[config.mk]
export PLATFORM = sky130hd
export DESIGN_NAME = cpc_cmd_top
export DESIGN_NICKNAME = d
export VERILOG_FILES = /design/src/verilog/cpc_pkg.sv /design/src/verilog/cpc_cmd_top.sv /design/src/verilog/cpc_crc8.sv
export VERILOG_INCLUDE_DIRS = /design/src /design/src/verilog
export SDC_FILE = /design/constraint.sdc
export NUM_CORES = 1
export LEC_CHECK = 0
export BUFFER_PORTS_ARGS = -buffer_cell sky130_fd_sc_hd__buf_2
export CORE_MARGIN = 5
export CORE_UTILIZATION = 59
export CTS_BUF_LIST = sky130_fd_sc_hd__clkbuf_2 sky130_fd_sc_hd__clkbuf_4 sky130_fd_sc_hd__clkbuf_8
export DETAILED_ROUTE_END_ITERATION = 6
export HOLD_SLACK_MARGIN = 0.1
export PLACE_DENSITY = 0.83
export SYNTH_ARGS = -nofsm -noshare
export SYNTH_HDL_FRONTEND = slang
export SYNTH_SLANG_ARGS = --single-unit
export TNS_END_PERCENT = 5
[constraint.sdc]
create_clock -name core_clk_in -period 3.5 [get_ports core_clk_in]
set_input_delay 0 -clock core_clk_in [delete_from_list [all_inputs] [get_ports core_clk_in]]
set_output_delay 0 -clock core_clk_in [all_outputs]
set_load 0.01 [all_outputs]
[src/verilog/cpc_params.svh]
// Purpose: constants of the compensation parameter command block
// Assumes: 25 MHz core clock
// Notes:   byte offsets of the Avalon-MM register window
`ifndef CPC_PARAMS_SVH
`define CPC_PARAMS_SVH

// ----------------------------------------------------------------
// register offsets (byte addresses)
// ----------------------------------------------------------------
`define CPC_OFS_CMD     5'h00
`define CPC_OFS_WDATA   5'h04
`define CPC_OFS_RDATA   5'h08
`define CPC_OFS_STATUS  5'h0C
`define CPC_OFS_MODE    5'h10

// ----------------------------------------------------------------
// field positions
// ----------------------------------------------------------------
`define CPC_CMD_RD_BIT   16
`define CPC_ST_DONE_BIT  0
`define CPC_ST_CRC_BIT   1
`define CPC_ST_REF_BIT   2
`define CPC_ST_PER_BIT   3
`define CPC_MODE_PER_BIT 0

// ----------------------------------------------------------------
// command codes
// ----------------------------------------------------------------
`define CPC_CMD_TOFF_GET 16'h2318
`define CPC_CMD_ALT_SET  16'h2427
`define CPC_CMD_ALT_GET  16'h2322
`define CPC_CMD_PRES     16'hE000

// ----------------------------------------------------------------
// reset values
// ----------------------------------------------------------------
`define CPC_ALT_RESET   16'h0000
`define CPC_PRES_RESET  16'h03F5
`define CPC_TOFF_RESET  16'h05DA

// ----------------------------------------------------------------
// check byte and timing
// ----------------------------------------------------------------
`define CPC_CRC_POLY    8'h31
`define CPC_CRC_INIT    8'hFF
`define CPC_CLK_MHZ     25
`define CPC_EXEC_MAX_US 1000

`endif

[src/verilog/cpc_pkg.sv]
// Purpose: types of the compensation parameter command block
// Assumes: nothing
// Notes:   whole state of the top but busy_cnt lives in one packed struct
package cpc_pkg;

	typedef enum logic {
		CPC_IDLE,
		CPC_EXEC
	} cpc_state_e;

	typedef struct packed {
		cpc_state_e  state;
		logic        ack;
		logic        waitreq;
		logic [31:0] rdata;
		logic [15:0] cmd;
		logic        cmd_rd;
		logic [15:0] wword;
		logic [7:0]  wcrc;
		logic [15:0] resp;
		logic [7:0]  resp_crc;
		logic [15:0] alt;
		logic [15:0] pres;
		logic [15:0] toff;
		logic        pres_set;
		logic        periodic;
		logic        done;
		logic        crc_err;
		logic        refused;
	} cpc_regs_s;

endpackage

[src/verilog/cpc_cmd_top.sv]
// Purpose: compensation parameter command handler, Avalon-MM slave
// Assumes: single 25 MHz clock, async active-low reset
// Notes:   commands finish one cycle after the command write
//
// Notes on behaviour
// - offset get returns stored offset word quickly
// - altitude set stores word as metres
// - altitude starts at zero metres
// - altitude get returns stored altitude, idle only
// - pressure set accepted during periodic measurement
// - written pressure replaces altitude compensation
// - pressure set stores word as hectopascals
// - pressure starts at 101300 Pa
// - read/write bit picks pressure get or set
// - pressure get returns stored word, also periodic
// - temperature offset starts at four degrees
`timescale 1ns/1ps
`include "cpc_params.svh"

module cpc_cmd_top #(
	parameter int EXEC_MAX_CYCLES = `CPC_EXEC_MAX_US * `CPC_CLK_MHZ
) (
	input  wire logic        core_clk_in,
	input  wire logic        rst_n_in,
	input  wire logic [4:0]  avs_address_in,
	input  wire logic        avs_read_in,
	input  wire logic        avs_write_in,
	input  wire logic [31:0] avs_writedata_in,
	input  wire logic [3:0]  avs_byteenable_in,
	output logic      [31:0] avs_readdata_out,
	output logic             avs_waitrequest_out,
	output logic      [15:0] altitude_m_out,
	output logic      [15:0] pressure_hpa_out,
	output logic      [15:0] temp_offset_out,
	output logic             pressure_override_out,
	output logic             periodic_out
);
	import cpc_pkg::*;

	cpc_regs_s   r_reg;
	cpc_regs_s   r_next;
	logic [7:0]  wcrc_calc;
	logic [7:0]  resp_crc_calc;
	logic [15:0] resp_sel;
	logic        crc_ok;
	logic        exec;

	// ------------------------------------------------------------
	// check bytes
	// ------------------------------------------------------------
	cpc_crc8 u_crc_wr (
		.word_in (r_reg.wword),
		.crc_out (wcrc_calc)
	);
	cpc_crc8 u_crc_rd (
		.word_in (resp_sel),
		.crc_out (resp_crc_calc)
	);

	assign crc_ok = (wcrc_calc == r_reg.wcrc);
	assign exec   = (r_reg.state == CPC_EXEC);

	always_comb begin
		if (r_reg.cmd == `CPC_CMD_TOFF_GET) begin
			resp_sel = r_reg.toff;
		end else if (r_reg.cmd == `CPC_CMD_ALT_GET) begin
			resp_sel = r_reg.alt;
		end else begin
			resp_sel = r_reg.pres;
		end
	end

	// ------------------------------------------------------------
	// next state
	// ------------------------------------------------------------
	always_comb begin
		r_next     = r_reg;
		r_next.ack = 1'b0;
		// one wait cycle, then a single ack cycle per request
		if ((avs_read_in || avs_write_in) && !r_reg.ack) begin
			r_next.ack = 1'b1;
			if (avs_read_in) begin
				if (avs_address_in == `CPC_OFS_CMD) begin
					r_next.rdata = {15'h0000, r_reg.cmd_rd, r_reg.cmd};
				end else if (avs_address_in == `CPC_OFS_WDATA) begin
					r_next.rdata = {8'h00, r_reg.wcrc, r_reg.wword};
				end else if (avs_address_in == `CPC_OFS_RDATA) begin
					r_next.rdata = {8'h00, r_reg.resp_crc, r_reg.resp};
				end else if (avs_address_in == `CPC_OFS_STATUS) begin
					r_next.rdata = {28'h000_0000, r_reg.periodic,
						r_reg.refused, r_reg.crc_err, r_reg.done};
				end else if (avs_address_in == `CPC_OFS_MODE) begin
					r_next.rdata = {31'h0000_0000, r_reg.periodic};
				end else begin
					r_next.rdata = 32'h0000_0000;
				end
			end
		end
		// waitrequest has its own flop so the pin sits behind no gate
		r_next.waitreq = !r_next.ack;
		// writes land on the ack edge; partial words are ignored
		if (r_reg.ack && avs_write_in && avs_byteenable_in == 4'hF) begin
			if (avs_address_in == `CPC_OFS_CMD) begin
				if (!exec) begin
					r_next.cmd     = avs_writedata_in[15:0];
					r_next.cmd_rd  = avs_writedata_in[`CPC_CMD_RD_BIT];
					r_next.state   = CPC_EXEC;
					r_next.done    = 1'b0;
					r_next.crc_err = 1'b0;
					r_next.refused = 1'b0;
				end
			end else if (avs_address_in == `CPC_OFS_WDATA) begin
				r_next.wword = avs_writedata_in[15:0];
				r_next.wcrc  = avs_writedata_in[23:16];
			end else if (avs_address_in == `CPC_OFS_STATUS) begin
				if (avs_writedata_in[`CPC_ST_DONE_BIT]) begin
					r_next.done = 1'b0;
				end
				if (avs_writedata_in[`CPC_ST_CRC_BIT]) begin
					r_next.crc_err = 1'b0;
				end
				if (avs_writedata_in[`CPC_ST_REF_BIT]) begin
					r_next.refused = 1'b0;
				end
			end else if (avs_address_in == `CPC_OFS_MODE) begin
				r_next.periodic = avs_writedata_in[`CPC_MODE_PER_BIT];
			end
		end
		// execution comes last so its flags win over a clear
		case (r_reg.state)
			CPC_IDLE: begin
			end
			CPC_EXEC: begin
				r_next.state = CPC_IDLE;
				r_next.done  = 1'b1;
				if (r_reg.cmd == `CPC_CMD_TOFF_GET) begin
					r_next.resp     = resp_sel;
					r_next.resp_crc = resp_crc_calc;
				end else if (r_reg.cmd == `CPC_CMD_ALT_GET) begin
					if (r_reg.periodic) begin
						r_next.refused = 1'b1;
					end else begin
						r_next.resp     = resp_sel;
						r_next.resp_crc = resp_crc_calc;
					end
				end else if (r_reg.cmd == `CPC_CMD_ALT_SET) begin
					if (r_reg.periodic) begin
						r_next.refused = 1'b1;
					end else if (!crc_ok) begin
						r_next.crc_err = 1'b1;
					end else begin
						r_next.alt = r_reg.wword;
					end
				end else if (r_reg.cmd == `CPC_CMD_PRES) begin
					if (r_reg.cmd_rd) begin
						r_next.resp     = resp_sel;
						r_next.resp_crc = resp_crc_calc;
					end else if (!crc_ok) begin
						r_next.crc_err = 1'b1;
					end else begin
						// accepted in any mode
						r_next.pres     = r_reg.wword;
						r_next.pres_set = 1'b1;
					end
				end else begin
					r_next.refused = 1'b1;
				end
			end
			default: begin
				r_next.state = CPC_IDLE;
			end
		endcase
	end

	// ------------------------------------------------------------
	// state register
	// ------------------------------------------------------------
	always_ff @(posedge core_clk_in or negedge rst_n_in) begin
		if (!rst_n_in) begin
			r_reg          <= '0;
			r_reg.state    <= CPC_IDLE;
			r_reg.alt      <= `CPC_ALT_RESET;
			r_reg.pres     <= `CPC_PRES_RESET;
			r_reg.toff     <= `CPC_TOFF_RESET;
			r_reg.wcrc     <= `CPC_CRC_INIT;
			r_reg.waitreq  <= 1'b1;
		end else begin
			r_reg <= r_next;
		end
	end

	assign avs_readdata_out      = r_reg.rdata;
	assign avs_waitrequest_out   = r_reg.waitreq;
	assign altitude_m_out        = r_reg.alt;
	assign pressure_hpa_out      = r_reg.pres;
	assign temp_offset_out       = r_reg.toff;
	assign pressure_override_out = r_reg.pres_set;
	assign periodic_out          = r_reg.periodic;

	// ------------------------------------------------------------
	// checks
	// ------------------------------------------------------------
	// helper: cycles from command write to done
	int busy_cnt;
	always_ff @(posedge core_clk_in or negedge rst_n_in) begin
		if (!rst_n_in) begin
			busy_cnt <= 0;
		end else if (exec) begin
			busy_cnt <= busy_cnt + 1;
		end else begin
			busy_cnt <= 0;
		end
	end
endmodule // cpc_cmd_top

[src/verilog/cpc_crc8.sv]
// Purpose: 8-bit check byte over one 16-bit word
// Assumes: purely combinational
// Notes:   msb first, high byte before low byte
`timescale 1ns/1ps
`include "cpc_params.svh"

module cpc_crc8 (
	input  wire logic [15:0] word_in,
	output logic      [7:0]  crc_out
);
	logic [7:0] c;
	always_comb begin
		c = `CPC_CRC_INIT;
		for (int i = 15; i >= 0; i--) begin
			if (c[7] ^ word_in[i]) begin
				c = {c[6:0], 1'b0} ^ `CPC_CRC_POLY;
			end else begin
				c = {c[6:0], 1'b0};
			end
		end
		crc_out = c;
	end
endmodule // cpc_crc8

==> flow_metrics.tcl, run 1 <==
set metrics [dict create \
    synth_cell_types 51 \
    ys_seq_area_share_pct 42.7 \
    drtPass1Iterations 5 \
    holdWs_ps 139 \
    switching_share_pct 23.8 \
    min_period_ps 3180 \
    synth-edff-count 0 \
    synth_most_common_cell "dfrtp_1" \
    drv_slew 0 \
    power_density_nw_per_um2 362 \
    crit_type "flip-flop to flip-flop" \
    worstPathMaxFanout 17 \
    p_clk_share_pct 43.4 \
    finalSetupViolCount 0 \
    root_buffer "clkbuf_8" \
    drt-wirelength-per-cell_um 20.3 \
    met3_usage_pct 6.72 \
    synth_top_area_share_pct 36.8 \
    p_int_mw 2.34 \
    synth_area_per_cell_sq_um 11.5 \
    grtUsageMet1_pct 34.1 \
    arrival_ps 3510 \
    routabilityCongestion 0.924 \
    clk_pin_slew_ps 70 \
    grt_pass1_wl_um 28700 \
    final_nets 772 \
    drc 0 \
    end_kind "flip-flop" \
    period_share_pct 91.0 \
    clock_latency_ps 440 \
    synth_area_leader_cell "dfrtp_1" \
    synth_ff_type "dfrtp_1" \
    area_growth_pct 11.4 \
    cts_tree "yes" \
    ys_top_cells_by_area "dfrtp_1 37%, mux2_2 8.0%, buf_4 7.9%, dfstp_2 5.9%, xnor2_1 5.5%" \
    largest_reg_flops 69 \
    fp.coreArea_sq_um 12600 \
    drive_gt1_share_pct 33.6 \
    slew_headroom_pct 33.7 \
    rows 41 \
    die_y_um 124 \
    regArea_sq_um 3250 \
    worstMarginPinSlew_ps 995 \
    grt_pass1_vias 5169 \
    portBuffers 95 \
    status "finished, final reports clean" \
    synth_seq_cells 129 \
    gr-total-overflow 0 \
    hold_class "primary input to flip-flop" \
    crit_required_ps 3820 \
    pwr-share-seq_pct 49.6 \
    fin_skew_ps 12.1 \
    comb_power_share_pct 7.0 \
    drtIter0Drc 379 \
    synthArstFlopShare_pct 100 \
    numClockSinks 129 \
    fill_cells 942 \
    maxCapViolCount 0 \
    reg2regPathDepth 8 \
    worstSetupStartpointType "flip-flop" \
    die_w_um 124 \
    multi_input_comb_area_sq_um 3670 \
    ant_nets 0 \
    grtUsageMet2_pct 39.4 \
    synth_warnings 0 \
    vias 5211 \
    hold_depth 3 \
    grtUsageTotal_pct 25.4 \
    h-tree-depth 4 \
    p_sw_mw 0.732 \
    ios 128 \
    total_power_mw 3.07 \
    numCtsBuffers 17 \
    power.leakage_nw 4.28 \
    hold_viol_final 0 \
    clk_path_buf_depth 2 \
    top_usage_layer "met2" \
    die_area_sq_um 15300 \
    n_antenna_cell 0 \
    wl_um 18500 \
    synth_common_cells "112 x dfrtp_1, 80 x buf_4, 54 x mux2_2, 54 x nand2_1, 48 x xnor2_1" \
    synth_area_sq_um 7610 \
    vdd_drop_max_mv 0.385 \
    start_util_pct 60.3 \
    timing.fmax_mhz 314 \
    grt_antenna_before_repair 0 \
    finalSetupTns_ps 0 \
    syn_inst 662 \
    rsz0062_at_grt "no" \
    grt_start_max_net_pins 83 \
    avgViaCountPerCell 5.71 \
    cts.repair.resized 0 \
    dpl.hpwl_um 14000 \
]
==> cells by family after synthesis <==
kind of cell | count (synthesis) | share of synthesized area [%]
DFF | 129 | 42.7
muxes | 112 | 17.4
other | 2 | 0.0986
and+or+nand+nor | 127 | 8.10
AOI/OAI and AO/OA | 79 | 6.95
buffers and inverters | 122 | 10.3
xor gates and xnor gates | 91 | 14.5
==> timing repair <==
| item | 4_1_cts | 5_1_grt |
|---|---|---|
| hold buffers | 31 | 0 |
| setup buffers | 0 | 0 |
| endpoints found under the hold margin | 120 | 0 |
| setup endpoints to repair | 0 | 0 |
==> critical path, cell delays in order (launching register included) <==
cell,delay (ps)
dfrtp_1,470
xnor2_1,220
xnor2_1,430
xnor3_1,530
xnor2_1,240
mux2i_1,510
nor3_4,90
buf_4,250
mux2_4,330
==> routing by layer <==
layer  up-vias  part of all wire (%)  wire [um]
li1       2338                     -          -
met1      2582                    40       7460
met2       248                    48       8790
met3        43                   8.8       1630
met4         0                   3.2        592
met5         -                     0          0
==> layout make-up <==
class                      instances  share of cell area (%)
clock buffer                      20                    3.10
clock inverter                    12                    1.86
inverter                           4                   0.177
multi-input combinational        433                    43.3
sequential                       129                    38.3
tap                              172                    2.54
timing repair buffer             142                    10.7
==> worst paths after layout <==
path	startpoint	endpoint	slack, ps
worst max register to register	r_reg[99]$_DFFE_PN0P_	pressure_hpa_out[14]$_DFFE_PN0P_	320
worst min register to register	pressure_override_out$_DFFE_PN0P_	pressure_override_out$_DFFE_PN0P_	470
worst min-delay path	avs_address_in[3]	avs_readdata_out[11]$_DFFE_PN0P_	140
worst max-delay path	r_reg[99]$_DFFE_PN0P_	pressure_hpa_out[14]$_DFFE_PN0P_	320
min in group asynchronous	rst_n_in	r_reg[108]$_DFFE_PN0P_	270
max in group asynchronous	rst_n_in	pressure_hpa_out[9]$_DFFE_PN1P_	2280
==> power groups by stage <==
stage,clock network [mW],logic [mW],registers (mW)
2_1_floorplan,0,0.133,1.54
3_3_place_gp,0,0.183,1.55
3_5_place_dp,0,0.188,1.55
4_1_cts,1.35,0.214,1.52
5_1_grt,1.43,0.239,1.52
6_report,1.33,0.216,1.52
==> per-stage QoR <==
step | cell area, sq um | util, % | instances | setup WS [ps]
global placement | 7750 | 61.4 | 849 | 427
detailed placement | 7750 | 61.4 | 849 | 349
global route | 8480 | 67.2 | 912 | 166
CTS | 8480 | 67.2 | 912 | 335
floorplan | 7700 | - | 684 | 591
finish | 8480 | 67.2 | 912 | 315
==> cell usage in the layout (no fill, tap or decap), drive strengths merged, types with 3 or more instances in the layout <==
master / instances
clkbuf: 20
a22oi: 8
conb: 24
a22o: 16
clkinvlp: 3
clkinv: 5
a21oi: 3
or3: 3
xor2: 21
o31ai: 10
mux2i: 36
xor3: 3
buf: 111
nor2: 26
nor3: 10
dlygate4sd3: 31
nand3b: 3
xnor2: 49
a31oi: 7
nand2: 54
nand4: 3
o21ai: 31
or2: 3
dfrtp: 112
xnor3: 18
nand3: 8
mux4: 3
nor4: 3
inv: 5
and3: 3
bufinv: 3
mux2: 73
dfstp: 17
(Power assumes the default switching activity.)
==> inputs of run 2 (changes only) <==
PLACE_DENSITY = default   (was 0.83)
PLACE_DENSITY_LB_ADDON = 0.12   (was default)
==> flow_metrics.tcl, run 2 (synthesized netlist as in run 1, its figures left out) <==
set metrics [dict create \
    drv_slew 0 \
    numClockSinks 129 \
    reg2regPathDepth 8 \
    cpPeakStageDelay_ps 520 \
    grt_pass1_wl_um 29500 \
    finalSetupTns_ps 0 \
    die_w_um 124 \
    clk_pin_slew_ps 70 \
    cts_tree "yes" \
    vias 5175 \
    rows 41 \
    root_buffer "clkbuf_8" \
    post_cts_buffers 0 \
    power.leakage_nw 4.29 \
    timing.rr.start "r_reg[99]$_DFFE_PN0P_" \
    portBuffers 95 \
    fin_skew_ps 17.6 \
    worstSetupStartpointType "flip-flop" \
    drtPass1Iterations 5 \
    start_util_pct 60.3 \
    path_cells "xnor3_2 > xor2_2 > xnor3_1 > xnor2_1 > mux2i_1 > nor3_4 > buf_4 > mux2_4" \
    hold_viol_final 0 \
    gr-total-overflow 0 \
    period_share_pct 90.4 \
    end_kind "flip-flop" \
    rsz0062_at_grt "no" \
    holdWs_ps 121 \
    fin_ws_ps 336 \
    clock_latency_ps 450 \
    die_area_sq_um 15300 \
    design_area_sq_um 8460 \
    min_period_ps 3160 \
    numCtsBuffers 17 \
    crit_required_ps 3820 \
    place_inst 852 \
    grt_antenna_before_repair 0 \
    slew_headroom_pct 21.4 \
    fp.coreArea_sq_um 12600 \
    total_power_mw 2.91 \
    worstMarginPinSlew_ps 1180 \
    routabilityCongestion 0.936 \
    layout_common_cells "112 x dfrtp_1, 94 x buf_2, 54 x nand2_1, 54 x mux2_2, 48 x xnor2_1" \
    crit_type "flip-flop to flip-flop" \
    maxCapViolCount 0 \
    fin_cells 915 \
    status "finished, final reports clean" \
    area_growth_pct 11.1 \
    largest_reg_flops 69 \
    timing.fmax_mhz 316 \
    ant_nets 0 \
    drt-wirelength-per-cell_um 20.7 \
    grtUsageTotal_pct 26.4 \
    finalSetupViolCount 0 \
    final_core_util_pct 67.0 \
    worstPathMaxFanout 17 \
    dpl.hpwl_um 14100 \
    layout_commonest_cell "dfrtp_1" \
    wl_um 19000 \
    grt_start_max_net_pins 77 \
    power_density_nw_per_um2 344 \
    pre_cts_ws_ps 351 \
    ios 128 \
    avgViaCountPerCell 5.66 \
    arrival_ps 3490 \
    rr_endpoint "pressure_hpa_out[14]$_DFFE_PN0P_" \
    h-tree-depth 4 \
    dpl-instance-area_sq_um 7790 \
    n_antenna_cell 0 \
    hold_class "primary input to asynchronous set/reset pin" \
    final_nets 775 \
    grt_pass1_vias 5097 \
    critPathSlowestCell "xnor3_2" \
    drc 0 \
    vdd_drop_max_mv 0.253 \
    drive_gt1_share_pct 33.9 \
    clk_path_buf_depth 2 \
    rrSetupSlack_ps 340 \
    cts.repair.resized 0 \
    die_y_um 124 \
    drtIter0Drc 436 \
]
run 2: changes by cell type in the layout (fill, tap and decap cells not counted), sizes merged:
cell	previous run	this run
bufinv	3	0
clkinvlp	3	2
inv	5	4
buf	111	114
clkbuf	20	27
clkinv	5	3
run 2: timing repair:
item                                    in CTS  in global routing
hold buffers                                31                  0
hold endpoints to repair                   105                  0
endpoints found under the setup margin       0                  0
run 2: area by class of cell:
class | instances | area [sq um]
clock buffers | 27 | 334
flip-flops and latches | 129 | 3250
multi-input cells | 433 | 3670
repair buffers | 145 | 943
clock inverters | 5 | 30.0
well taps | 172 | 215
fillers | 1004 | 4160
inverters | 4 | 15.0
run 2: per-layer routing:
metal / wire length, um / track usage (%) / part of all wire, %
met1: 8480 / 38.0 / 45
met5: 0 / 0 / 0
met4: 429 / 8.72 / 2.3
met2: 8850 / 40.1 / 47
met3: 1210 / 5.68 / 6.4
run 2: critical path, delay by kind of cell (launching register included):
kind / cells / cell delay [ps]
xor+xnor: 4 / 1360
buf+inv: 1 / 260
flops: 1 / 470
mux: 2 / 850
simple gates: 1 / 90
run 2: where the power goes:
part           internal (mW)  switching [mW]  total (mW)  leakage [nW]
registers               1.51          0.0162        1.52          1.72
logic                 0.0934           0.127       0.221          2.38
clock network          0.609           0.554        1.16         0.191
total                   2.21           0.698        2.91          4.29
run 2: how the worst max path moves through the flow:
| stage | to | cells after the start | startpoint | slack [ps] |
|---|---|---|---|---|
| finish | pressure_hpa_out[14]$_DFFE_PN0P_ | 8 | r_reg[99]$_DFFE_PN0P_ | 340 |
| global route | pressure_hpa_out[14]$_DFFE_PN0P_ | 8 | r_reg[99]$_DFFE_PN0P_ | 190 |
| CTS | pressure_hpa_out[14]$_DFFE_PN0P_ | 8 | r_reg[99]$_DFFE_PN0P_ | 340 |
| detailed placement | altitude_m_out[7]$_DFFE_PN0P_ | 8 | r_reg[99]$_DFFE_PN0P_ | 350 |
| global placement | pressure_hpa_out[3]$_DFFE_PN0P_ | 8 | r_reg[95]$_DFFE_PN0P_ | 400 |
| floorplan | pressure_hpa_out[10]$_DFFE_PN0P_ | 9 | r_reg[98]$_DFFE_PN0P_ | 590 |
